--- src/hw/rmc_cfg.svh ---
/*
 Offsets, field positions, reset values and timing of the radio command block.
 Assumes it is included by bare name wherever these macros are used.
*/
`ifndef RMC_CFG_SVH
`define RMC_CFG_SVH
// APB byte offsets
`define RMC_OFS_CMD     8'h00
`define RMC_OFS_ARG0    8'h04
`define RMC_OFS_ARG1    8'h08
`define RMC_OFS_REPLY   8'h0C
`define RMC_OFS_RES0    8'h10
`define RMC_OFS_RES1    8'h14
`define RMC_OFS_STAT    8'h18
// Field positions
`define RMC_CMD_HAS_ARG 8
// Timing
`define RMC_CLK_HZ      50000000
`define RMC_SCAN_UNIT_S 2
// Mode codes and reset values
`define RMC_MODE_MASTER 4'h1
`define RMC_MODE_MESH   4'h5
`define RMC_MODE_MAX    4'h8
`define RMC_RST_MODE    4'h5
`define RMC_RST_NETID   16'h0000
`define RMC_RST_SADDR   16'h0000
`define RMC_RST_FRIEND  48'h000000000000
`define RMC_BCAST_ADDR  16'hFFFF
`define RMC_FRAME_LEAD  8'h00
`define RMC_LIST_DEPTH  4'h8
`endif

--- src/hw/rmc_pkg.sv ---
/*
 Types of the radio command block: commands, states, carriers.
 Assumes nothing beyond a SystemVerilog compiler.
*/
package rmc_pkg;
	// Command codes written to the command register
	typedef enum logic [7:0] {
		OP_NONE = 8'h00, OP_SLEEP = 8'h01, OP_DEFAULT = 8'h02, OP_SEARCH = 8'h03,
		OP_ABORT = 8'h04, OP_CONN_IDX = 8'h05, OP_CONN_ADDR = 8'h06, OP_BIND = 8'h07,
		OP_UNBIND = 8'h08, OP_AUTOBIND = 8'h09, OP_NET_SEND = 8'h0A, OP_KEYBIND = 8'h0B,
		OP_NETID = 8'h0C, OP_SADDR = 8'h0D, OP_NODETYPE = 8'h0E, OP_FRIEND_ADD = 8'h0F,
		OP_FRIEND_CLR = 8'h10, OP_MODE = 8'h11
	} rmc_op_type;
	// Reply codes
	typedef enum logic [1:0] {
		REP_NONE = 2'h0, REP_OK = 2'h1, REP_ERR = 2'h2
	} rmc_rep_type;
	// Power states
	typedef enum logic [1:0] {
		PW_AWAKE = 2'h0, PW_LIGHT = 2'h1, PW_DEEP = 2'h2
	} rmc_pw_type;
	// Key event sequencer, one-hot
	typedef enum logic [1:0] {
		ST_IDLE = 2'b01, ST_TXWAIT = 2'b10
	} rmc_st_type;
	typedef struct packed {
		logic [47:0] mac;
		logic [7:0]  rssi;
	} rmc_peer_type;
	typedef struct packed {
		logic [2:0]   idx;
		rmc_peer_type peer;
	} rmc_line_type;
	typedef struct packed {
		logic [15:0] target;
		logic        bcast;
		logic [31:0] data;
	} rmc_send_type;
	typedef struct packed {
		logic [15:0] addr;
		logic [2:0]  out;
		logic        echo;
	} rmc_key_type;
endpackage : rmc_pkg

--- src/hw/rmc_top.sv ---
/*
 Command interpreter of the radio module, as APB registers.
 Assumes radio-side signals share CLK; KEY_IN comes from pins.
*/
`timescale 1ns/1ps
`include "rmc_cfg.svh"
module rmc_top #(
	parameter int SCAN_UNIT_CYCLES = `RMC_SCAN_UNIT_S * `RMC_CLK_HZ,
	parameter int NUM_KEYS         = 5
)(
	input  wire logic                  CLK,
	input  wire logic                  RST_N,
	input  wire logic                  PSEL,
	input  wire logic                  PENABLE,
	input  wire logic                  PWRITE,
	input  wire logic [7:0]            PADDR,
	input  wire logic [31:0]           PWDATA,
	output logic      [31:0]           PRDATA,
	output logic                       PREADY,
	output logic                       PSLVERR,
	input  wire logic                  PEER_VALID,
	input  wire rmc_pkg::rmc_peer_type PEER,
	output logic                       SCAN_ACTIVE,
	output logic                       SCAN_LINE_VALID,
	output rmc_pkg::rmc_line_type      SCAN_LINE,
	output logic                       CONNECT_REQ,
	output logic      [47:0]           CONNECT_MAC,
	output logic      [47:0]           BOUND_MAC,
	output logic                       LIGHT_SLEEP,
	output logic                       DEEP_SLEEP,
	output logic                       ADVERTISE_EN,
	output logic                       NET_SEND_VALID,
	output rmc_pkg::rmc_send_type      NET_SEND,
	input  wire logic [4:0]            KEY_IN,
	output logic                       KEY_EVENT_VALID,
	output rmc_pkg::rmc_key_type       KEY_EVENT,
	input  wire logic                  TX_DONE,
	input  wire logic                  CENTRAL_ASSIGN_VALID,
	input  wire logic [15:0]           CENTRAL_ASSIGN_ADDR,
	output logic      [15:0]           NET_ID,
	output logic      [15:0]           SHORT_ADDR,
	output logic                       RELAY_EN,
	output logic      [47:0]           FRIEND_MAC
);
	// Search length in units of the scan step; 15 marks a bad argument
	function automatic logic [3:0] dur_units(input logic [2:0] a);
		case (a)
		3'h0: dur_units = 4'h1;
		3'h1: dur_units = 4'h2;
		3'h2: dur_units = 4'h3;
		3'h3: dur_units = 4'h4;
		3'h4: dur_units = 4'h8;
		default: dur_units = 4'hF;
		endcase
	endfunction : dur_units

	// Lowest pressed key, numbered from 1; 0 when none
	function automatic logic [2:0] first_key(input logic [4:0] k);
		first_key = 3'h0;
		for (int i = 4; i >= 0; i--)
			if (k[i])
				first_key = 3'(i + 1);
	endfunction : first_key

	logic [31:0]                a0_q;
	logic [23:0]                a1_q;
	logic [31:0]                prdata_q;
	rmc_pkg::rmc_rep_type       rep_code_q;
	logic [7:0]                 rep_seq_q;
	logic [47:0]                rep_val_q;
	logic [3:0]                 mode_q;
	logic [15:0]                netid_q;
	logic [15:0]                saddr_q;
	logic                       ntype_q;
	logic [47:0]                friend_q;
	logic [47:0]                bound_q;
	logic [2:0]                 conn_idx_q;
	rmc_pkg::rmc_pw_type        pw_q;
	rmc_pkg::rmc_key_type       kb_q [NUM_KEYS];
	logic [NUM_KEYS-1:0]        kv_q;
	logic                       scan_q;
	logic                       autob_q;
	logic [31:0]                cyc_q;
	logic [3:0]                 units_q;
	rmc_pkg::rmc_peer_type      list_q [8];
	logic [3:0]                 count_q;
	logic                       best_v_q;
	rmc_pkg::rmc_peer_type      best_q;
	logic                       conn_req_q;
	logic [47:0]                conn_mac_q;
	logic                       line_v_q;
	rmc_pkg::rmc_line_type      line_q;
	logic                       send_v_q;
	rmc_pkg::rmc_send_type      send_q;
	logic [4:0]                 key_s1_q;
	logic [4:0]                 key_s2_q;
	logic [4:0]                 key_s3_q;
	rmc_pkg::rmc_st_type        st_q;
	logic                       kev_v_q;
	rmc_pkg::rmc_key_type       kev_q;
	logic                       ok;
	logic                       isq;
	logic [47:0]                val;

	// APB decode
	wire        apb_wr   = PSEL & PENABLE & PWRITE;
	wire        cmd_go   = apb_wr & (PADDR == `RMC_OFS_CMD);
	wire rmc_pkg::rmc_op_type op = rmc_pkg::rmc_op_type'(PWDATA[7:0]);
	wire        has      = PWDATA[`RMC_CMD_HAS_ARG];
	wire        hit      = (PADDR <= `RMC_OFS_STAT) & (PADDR[1:0] == 2'h0);
	wire [47:0] arg_mac  = {a1_q[15:0], a0_q};
	wire [2:0]  kn       = a1_q[2:0];
	wire [2:0]  ki       = kn - 3'h1;
	wire        key_ok   = (kn != 3'h0) & (32'(kn) <= NUM_KEYS);
	wire        master   = mode_q == `RMC_MODE_MASTER;
	wire        mesh     = mode_q == `RMC_MODE_MESH;
	wire        acc      = cmd_go & ok;
	wire        set      = acc & has;
	wire [3:0]  dur      = dur_units((op == rmc_pkg::OP_SEARCH && has) ? a0_q[2:0] : 3'h0);
	wire        scan_go  = acc & ((op == rmc_pkg::OP_SEARCH) | (op == rmc_pkg::OP_AUTOBIND));
	wire        abort_go = acc & (op == rmc_pkg::OP_ABORT);
	wire        tick     = cyc_q == 32'(SCAN_UNIT_CYCLES - 1);
	wire        scan_end = scan_q & tick & (units_q == 4'h1);
	wire        room     = count_q < `RMC_LIST_DEPTH;
	wire        stronger = !best_v_q | ($signed(PEER.rssi) > $signed(best_q.rssi));
	wire [4:0]  key_rise = key_s2_q & ~key_s3_q;
	wire [2:0]  kfirst   = first_key(key_rise);
	wire        kfire    = mesh & (kfirst != 3'h0) & kv_q[kfirst - 3'h1];
	wire        term     = mesh & ntype_q;

	// Read mux; reserved bits read as zero
	wire [31:0] rd_word =
		(PADDR == `RMC_OFS_ARG0)  ? a0_q :
		(PADDR == `RMC_OFS_ARG1)  ? {8'h00, a1_q} :
		(PADDR == `RMC_OFS_REPLY) ? {16'h0000, rep_seq_q, 6'h00, rep_code_q} :
		(PADDR == `RMC_OFS_RES0)  ? rep_val_q[31:0] :
		(PADDR == `RMC_OFS_RES1)  ? {16'h0000, rep_val_q[47:32]} :
		(PADDR == `RMC_OFS_STAT)  ? {20'h00000, count_q, 1'b0, st_q == rmc_pkg::ST_TXWAIT,
			autob_q, scan_q, 2'h0, pw_q} :
		32'h00000000;

	// Zero-wait slave; read data is caught in the setup cycle
	assign PREADY  = 1'b1;
	assign PSLVERR = PSEL & PENABLE & ~hit;
	assign PRDATA  = prdata_q;

	// Legality of the command and the value a query reports
	always_comb
	begin
		ok  = 1'b1;
		isq = !has;
		val = 48'h0;
		case (op)
		rmc_pkg::OP_SLEEP: ok = mesh ? (has && a0_q == 32'h2) : (!has || a0_q == 32'h1);
		rmc_pkg::OP_SEARCH: ok = master && !scan_q && (!has || a0_q <= 32'h4);
		rmc_pkg::OP_AUTOBIND: ok = master && !scan_q;
		rmc_pkg::OP_CONN_IDX: ok = !has || (a0_q < 32'h8 && a0_q < 32'(count_q));
		rmc_pkg::OP_BIND: ok = master;
		rmc_pkg::OP_UNBIND: ok = master;
		// frame lead byte must be zero
		rmc_pkg::OP_NET_SEND: ok = mesh && has && a1_q[23:16] == `RMC_FRAME_LEAD;
		// key and output numbers 1 to 5
		rmc_pkg::OP_KEYBIND: ok = key_ok && (!has || (a0_q[18:16] != 3'h0 && a0_q[18:16] <= 3'h5));
		// zero is not a node identity
		rmc_pkg::OP_SADDR: ok = !has || a0_q[15:0] != 16'h0000;
		rmc_pkg::OP_NODETYPE: ok = !has || a0_q <= 32'h1;
		rmc_pkg::OP_MODE: ok = !has || a0_q <= 32'(`RMC_MODE_MAX);
		rmc_pkg::OP_DEFAULT, rmc_pkg::OP_ABORT, rmc_pkg::OP_CONN_ADDR,
		rmc_pkg::OP_FRIEND_ADD, rmc_pkg::OP_FRIEND_CLR, rmc_pkg::OP_NETID: ok = 1'b1;
		default: ok = 1'b0;
		endcase
		case (op)
		rmc_pkg::OP_CONN_IDX: val = {45'h0, conn_idx_q};
		rmc_pkg::OP_BIND: val = bound_q;
		rmc_pkg::OP_KEYBIND: val = {27'h0, kv_q[ki], kb_q[ki]};
		rmc_pkg::OP_NETID: val = {32'h0, netid_q};
		rmc_pkg::OP_SADDR: val = {32'h0, saddr_q};
		rmc_pkg::OP_NODETYPE: val = {47'h0, ntype_q};
		rmc_pkg::OP_FRIEND_ADD: val = friend_q;
		rmc_pkg::OP_MODE: val = {44'h0, mode_q};
		default: isq = 1'b0;
		endcase
	end

	// Bus registers and reply
	always_ff @(posedge CLK)
	begin
		if (!RST_N)
		begin
			a0_q       <= 32'h00000000;
			a1_q       <= 24'h000000;
			prdata_q   <= 32'h00000000;
			rep_code_q <= rmc_pkg::REP_NONE;
			rep_seq_q  <= 8'h00;
			rep_val_q  <= 48'h0;
		end
		else
		begin
			if (PSEL & ~PENABLE)
				prdata_q <= rd_word;
			if (apb_wr & (PADDR == `RMC_OFS_ARG0))
				a0_q <= PWDATA;
			if (apb_wr & (PADDR == `RMC_OFS_ARG1))
				a1_q <= PWDATA[23:0];
			if (cmd_go)
			begin
				rep_code_q <= ok ? rmc_pkg::REP_OK : rmc_pkg::REP_ERR;
				rep_seq_q  <= rep_seq_q + 8'h01;
				rep_val_q  <= (ok & isq) ? val : 48'h0;
			end
		end
	end

	// Settings; a command outranks a central assignment in the same cycle
	always_ff @(posedge CLK)
	begin
		if (!RST_N || (acc && op == rmc_pkg::OP_DEFAULT))
		begin
			mode_q     <= `RMC_RST_MODE;
			netid_q    <= `RMC_RST_NETID;
			saddr_q    <= `RMC_RST_SADDR;
			ntype_q    <= 1'b0;
			friend_q   <= `RMC_RST_FRIEND;
			bound_q    <= 48'h0;
			conn_idx_q <= 3'h0;
			pw_q       <= rmc_pkg::PW_AWAKE;
			kv_q       <= '0;
		end
		else if (acc)
		begin
			// Any accepted command wakes the module first
			pw_q <= rmc_pkg::PW_AWAKE;
			case (op)
			rmc_pkg::OP_SLEEP: pw_q <= (has && a0_q == 32'h2) ? rmc_pkg::PW_DEEP : rmc_pkg::PW_LIGHT;
			rmc_pkg::OP_CONN_IDX: if (has) conn_idx_q <= a0_q[2:0];
			rmc_pkg::OP_BIND: if (has) bound_q <= arg_mac;
			rmc_pkg::OP_UNBIND: bound_q <= 48'h0;
			rmc_pkg::OP_KEYBIND:
				if (has)
				begin
					kb_q[ki] <= {a0_q[15:0], a0_q[18:16], a0_q[20]};
					kv_q[ki] <= 1'b1;
				end
			rmc_pkg::OP_NETID: if (has) netid_q <= a0_q[15:0];
			rmc_pkg::OP_SADDR: if (has) saddr_q <= a0_q[15:0];
			rmc_pkg::OP_NODETYPE: if (has) ntype_q <= a0_q[0];
			rmc_pkg::OP_FRIEND_ADD: if (has) friend_q <= arg_mac;
			rmc_pkg::OP_FRIEND_CLR: friend_q <= 48'h0;
			rmc_pkg::OP_MODE: if (has) mode_q <= a0_q[3:0];
			default: ;
			endcase
		end
		else if (scan_end & autob_q & best_v_q)
			bound_q <= best_q.mac;
		else if (CENTRAL_ASSIGN_VALID & ~cmd_go & mesh & (saddr_q == 16'h0000)
			& (CENTRAL_ASSIGN_ADDR != 16'h0000))
			saddr_q <= CENTRAL_ASSIGN_ADDR;
	end

	// search timer, ended by time or abort
	always_ff @(posedge CLK)
	begin
		if (!RST_N)
		begin
			scan_q  <= 1'b0;
			autob_q <= 1'b0;
			cyc_q   <= 32'h0;
			units_q <= 4'h0;
		end
		else if (scan_go)
		begin
			scan_q  <= 1'b1;
			autob_q <= op == rmc_pkg::OP_AUTOBIND;
			cyc_q   <= 32'h0;
			units_q <= dur;
		end
		else if (abort_go | scan_end)
		begin
			scan_q  <= 1'b0;
			autob_q <= 1'b0;
		end
		else if (scan_q)
		begin
			cyc_q   <= tick ? 32'h0 : cyc_q + 32'h1;
			units_q <= tick ? units_q - 4'h1 : units_q;
		end
	end

	// result list, one line per peer found until eight lines are held
	always_ff @(posedge CLK)
	begin
		if (!RST_N)
		begin
			count_q  <= 4'h0;
			best_v_q <= 1'b0;
			best_q   <= '0;
			line_v_q <= 1'b0;
			line_q   <= '0;
		end
		else
		begin
			line_v_q <= scan_q & PEER_VALID & room & ~scan_go;
			if (scan_go)
			begin
				count_q  <= 4'h0;
				best_v_q <= 1'b0;
			end
			else if (scan_q & PEER_VALID & room)
			begin
				list_q[count_q[2:0]] <= PEER;
				line_q               <= {count_q[2:0], PEER};
				count_q              <= count_q + 4'h1;
				if (stronger)
				begin
					best_q   <= PEER;
					best_v_q <= 1'b1;
				end
			end
		end
	end

	// Connect requests and mesh send
	always_ff @(posedge CLK)
	begin
		if (!RST_N)
		begin
			conn_req_q <= 1'b0;
			conn_mac_q <= 48'h0;
			send_v_q   <= 1'b0;
			send_q     <= '0;
		end
		else
		begin
			conn_req_q <= 1'b0;
			send_v_q   <= 1'b0;
			if (set & (op == rmc_pkg::OP_CONN_IDX))
			begin
				conn_req_q <= 1'b1;
				conn_mac_q <= list_q[a0_q[2:0]].mac;
			end
			else if (acc & (op == rmc_pkg::OP_CONN_ADDR))
			begin
				conn_req_q <= 1'b1;
				conn_mac_q <= arg_mac;
			end
			else if (scan_end & autob_q & best_v_q)
			begin
				conn_req_q <= 1'b1;
				conn_mac_q <= best_q.mac;
			end
			if (acc & (op == rmc_pkg::OP_NET_SEND))
			begin
				send_v_q <= 1'b1;
				send_q   <= {a1_q[15:0], a1_q[15:0] == `RMC_BCAST_ADDR, a0_q};
			end
		end
	end

	// Key pins pass two flops; the third only detects the edge
	always_ff @(posedge CLK)
	begin
		if (!RST_N)
		begin
			key_s1_q <= 5'h00;
			key_s2_q <= 5'h00;
			key_s3_q <= 5'h00;
		end
		else
		begin
			key_s1_q <= KEY_IN;
			key_s2_q <= key_s1_q;
			key_s3_q <= key_s2_q;
		end
	end

	// key event; a terminal not in PW_DEEP stays awake until sent
	always_ff @(posedge CLK)
	begin
		if (!RST_N)
		begin
			st_q    <= rmc_pkg::ST_IDLE;
			kev_v_q <= 1'b0;
			kev_q   <= '0;
		end
		else
		begin
			kev_v_q <= 1'b0;
			case (st_q)
			rmc_pkg::ST_IDLE:
				if (kfire)
				begin
					kev_v_q <= 1'b1;
					kev_q   <= kb_q[kfirst - 3'h1];
					st_q    <= term ? rmc_pkg::ST_TXWAIT : rmc_pkg::ST_IDLE;
				end
			rmc_pkg::ST_TXWAIT: if (TX_DONE) st_q <= rmc_pkg::ST_IDLE;
			default: st_q <= rmc_pkg::ST_IDLE;
			endcase
		end
	end

	// Outputs; a terminal node sleeps whenever it is not sending
	assign SCAN_ACTIVE     = scan_q;
	assign SCAN_LINE_VALID = line_v_q;
	assign SCAN_LINE       = line_q;
	assign CONNECT_REQ     = conn_req_q;
	assign CONNECT_MAC     = conn_mac_q;
	assign BOUND_MAC       = bound_q;
	assign LIGHT_SLEEP     = pw_q == rmc_pkg::PW_LIGHT;
	assign DEEP_SLEEP      = (pw_q == rmc_pkg::PW_DEEP) | (term & (st_q == rmc_pkg::ST_IDLE));
	assign ADVERTISE_EN    = ~DEEP_SLEEP;
	assign NET_SEND_VALID  = send_v_q;
	assign NET_SEND        = send_q;
	assign KEY_EVENT_VALID = kev_v_q;
	assign KEY_EVENT       = kev_q;
	assign NET_ID          = netid_q;
	assign SHORT_ADDR      = saddr_q;
	assign RELAY_EN        = mesh & ~ntype_q;
	assign FRIEND_MAC      = friend_q;
endmodule : rmc_top

--- config.mk ---
export PLATFORM = sky130hd
export DESIGN_NAME = rmc_top
export DESIGN_NICKNAME = d
export VERILOG_FILES = /design/src/hw/rmc_pkg.sv /design/src/hw/rmc_top.sv
export VERILOG_INCLUDE_DIRS = /design/src /design/src/hw
export SDC_FILE = /design/constraint.sdc
export NUM_CORES = 2
export LEC_CHECK = 0
export BUFFER_PORTS_ARGS = -buffer_cell sky130_fd_sc_hd__buf_2
export CAP_MARGIN = 30
export CORE_MARGIN = 3
export CORE_UTILIZATION = 55
export CTS_BUF_LIST = sky130_fd_sc_hd__clkbuf_8
export DETAILED_ROUTE_END_ITERATION = 7
export PLACE_DENSITY = 0.75
export SLEW_MARGIN = 30
export SYNTH_ARGS = -nofsm -noshare
export SYNTH_HDL_FRONTEND = slang
export SYNTH_SLANG_ARGS = --single-unit
--- constraint.sdc ---
create_clock -name CLK -period 22.8 [get_ports CLK]
set_input_delay 5.7 -clock CLK [delete_from_list [all_inputs] [get_ports CLK]]
set_output_delay 5.7 -clock CLK [all_outputs]
set_load 0.05 [all_outputs]
==> impl_metrics.tcl <==
set metrics [dict create \
    hp-start "key_s1_q[3]" \
    fin_crit_ns 12.72 \
    final_cell_mix "nand2_1, dfxtp_1, edfxtp_1" \
    cts_buffer_depth 3 \
    postPlaceCellArea_mm2 0.0474 \
    final_common_cell "nand2_1" \
    post_cts_buffers 0 \
    nets 4398 \
    drc 0 \
    grt_max_degree 106 \
    clock-sinks 1072 \
    viasPerCell 6.32 \
    r2r-start "a1_q[1]" \
    grt_first_pass_wirelength_um 215000 \
    htreeDepth 4 \
    rsz0062_at_grt "no" \
    powerDensity_mw_per_mm2 76.0 \
    max_freq_ghz 0.0786 \
    min_path_type "reg2reg" \
    rr_worst_depth 12 \
    seq_area_frac_synth 0.594 \
    post_cts_resized 0 \
    r2r_end "SHORT_ADDR[7]" \
    hold_depth 1 \
    maxSlewViolCount 0 \
    hpwl_um 94400 \
    syn_area_per_cell_um2 11.5 \
    fin_util 0.641 \
    status "complete, no violations" \
    max-cap-violations 0 \
    hold_viol_final 0 \
    cp_max_fo 4 \
    required_ns 17.10 \
    fin_area_mm2 0.0509 \
    die_w_um 290 \
    synthFlopType "dfxtp_1" \
    core_mm2 0.0794 \
    syn_inst 3862 \
    synth-seq-cells 1072 \
    synth_cell_types 86 \
    max-slew-margin-rel 0.314 \
    fin_setup_tns_ns 0 \
    drive_above_1_share 0.234 \
    worst_pin_slew_ns 1.03 \
    cts.clk_slew.worst_paths_ns 0.06 \
    drt-pass1-iter-count 6 \
    fillers 6239 \
    cts-root-buf "clkbuf_8" \
    fin_skew_ns 0.0489 \
    ant_nets 0 \
    critPathArrivalTime_ns 7.02 \
    row_count 103 \
    die_y_um 290 \
    cts_buffers 170 \
    p_leak_nw 19.3 \
    synth-edff-count 484 \
    vias 34500 \
    critPathKind "in2out" \
    wl_per_cell_um 26.7 \
    synth_area_mm2 0.0443 \
    start_util 0.558 \
    worstSetupStartpointType "primary input" \
    cts_hold_buffers 0 \
    finalCritPeriodShare 0.558 \
    drt_iter0_markers 4179 \
    track_usage 0.338 \
    overflow 0 \
    first_global_vias 33300 \
    yosys_warnings 0 \
    hold_end "key_s2_q[3]" \
    area_delta_synth_final_pct 14.8 \
    ff2ff_setup_slack_ns 17.72 \
    crit_path_end_kind "output port" \
    wirelength_um 146000 \
    postSynth.asyncResetShare 0 \
    cts_tree "done" \
    setup_viol 0 \
    synth_nets 4009 \
    gp_congestion 0.933 \
    io_pins 472 \
    io_buffers 470 \
    ir_worst_vdd_mv 0.0517 \
    cp-startpoint "PADDR[1]" \
    antenna_found_initial 17 \
    dieArea_mm2 0.0840 \
    clk_latency_ns 0.86 \
]
==> cell families after synthesis <==
family | Yosys count | share of synthesized area
compound gates | 821 | 0.122
xor+xnor | 43 | 0.00850
fa+ha+maj | 23 | 0.00644
buf+inv | 357 | 0.0337
flops | 1072 | 0.594
mux | 314 | 0.111
other cells | 1 | 0.0000846
simple gates | 1231 | 0.124
==> final cells by class <==
class | count | area (um2) | area share
diodes | 11 | 27.5 | 0.000541
clock buffers | 192 | 2640 | 0.0520
clock inverters | 123 | 771 | 0.0152
inverters | 32 | 128 | 0.00251
multi-input cells | 2433 | 16700 | 0.329
flip-flops and latches | 1072 | 26300 | 0.517
well taps | 1050 | 1310 | 0.0258
repair buffers | 542 | 2930 | 0.0576
==> stage by stage <==
step / setup WS (ns) / instances / power [mW] / hold slack, ns
5_1_grt: 10.05 / 5450 / 3.98 / 0.459
3_3_place_gp: 10.12 / 5127 / 2.27 / 0.434
4_1_cts: 10.08 / 5443 / 3.88 / 0.437
6_report: 10.08 / 5455 / 3.86 / 0.433
3_5_place_dp: 10.09 / 5128 / 2.27 / 0.420
2_1_floorplan: 10.23 / 3862 / 2.20 / 0.412
==> routing by layer <==
layer	up-vias	track usage	routed length, um
met2	2264	0.514	65500
li1	15100	-	-
met3	447	0.0968	17600
met5	-	0	41
met4	6	0.183	8350
met1	16700	0.440	54300
==> critical path, stage by stage <==
cell	delay, ns
buf_2	0.11
or4_1	0.59
nor2_1	0.27
a21oi_1	0.12
buf_2	0.23
==> cells in the mapped netlist, drive strengths merged, types with 38 or more instances <==
master,number,area share
a211oi,102,0.018
a21oi,267,0.031
a22o,83,0.016
a22oi,77,0.013
a311oi,52,0.010
and3,65,0.0092
buf,74,0.0097
clkbuf,251,0.021
dfxtp,588,0.27
edfxtp,484,0.33
mux2,58,0.015
mux2i,120,0.027
mux4,136,0.069
nand2,691,0.059
nand3,92,0.010
nor2,188,0.016
nor3,38,0.0047
o21ai,149,0.017
==> state kept, by name, summed over array words and instances, names as in the netlist, 4 cells and up, named ones only <==
| register | count |
|---|---|
| list_q | 384 |
| key_s3_q | 5 |
| count_q | 4 |
| PRDATA | 32 |
| key_s2_q | 5 |
| units_q | 4 |
| a1_q | 24 |
| kb_q | 100 |
| SHORT_ADDR | 16 |
| KEY_EVENT | 20 |
| kv_q | 5 |
| best_q | 56 |
| cyc_q | 32 |
| rep_val_q | 48 |
| rep_seq_q | 8 |
| NET_SEND | 49 |
| NET_ID | 16 |
| FRIEND_MAC | 48 |
| mode_q | 4 |
| a0_q | 32 |
| key_s1_q | 5 |
| BOUND_MAC | 48 |
| CONNECT_MAC | 48 |
| SCAN_LINE | 59 |
==> where the power goes <==
group | internal [mW] | switching, mW | leakage [nW]
combinational | 0.0565 | 0.142 | 7.90
clock | 0.834 | 0.798 | 1.99
sequential | 2.02 | 0.0150 | 9.36
==> worst max path at each step <==
stage          cells after the start      end  slack (ns)
6_report                           5  PSLVERR       10.08
5_1_grt                            5  PSLVERR       10.05
4_1_cts                            5  PSLVERR       10.08
3_5_place_dp                       5  PSLVERR       10.09
3_3_place_gp                       5  PSLVERR       10.12
2_1_floorplan                      3  PSLVERR       10.23
No activity file was read; power rests on OpenSTA's default activity.
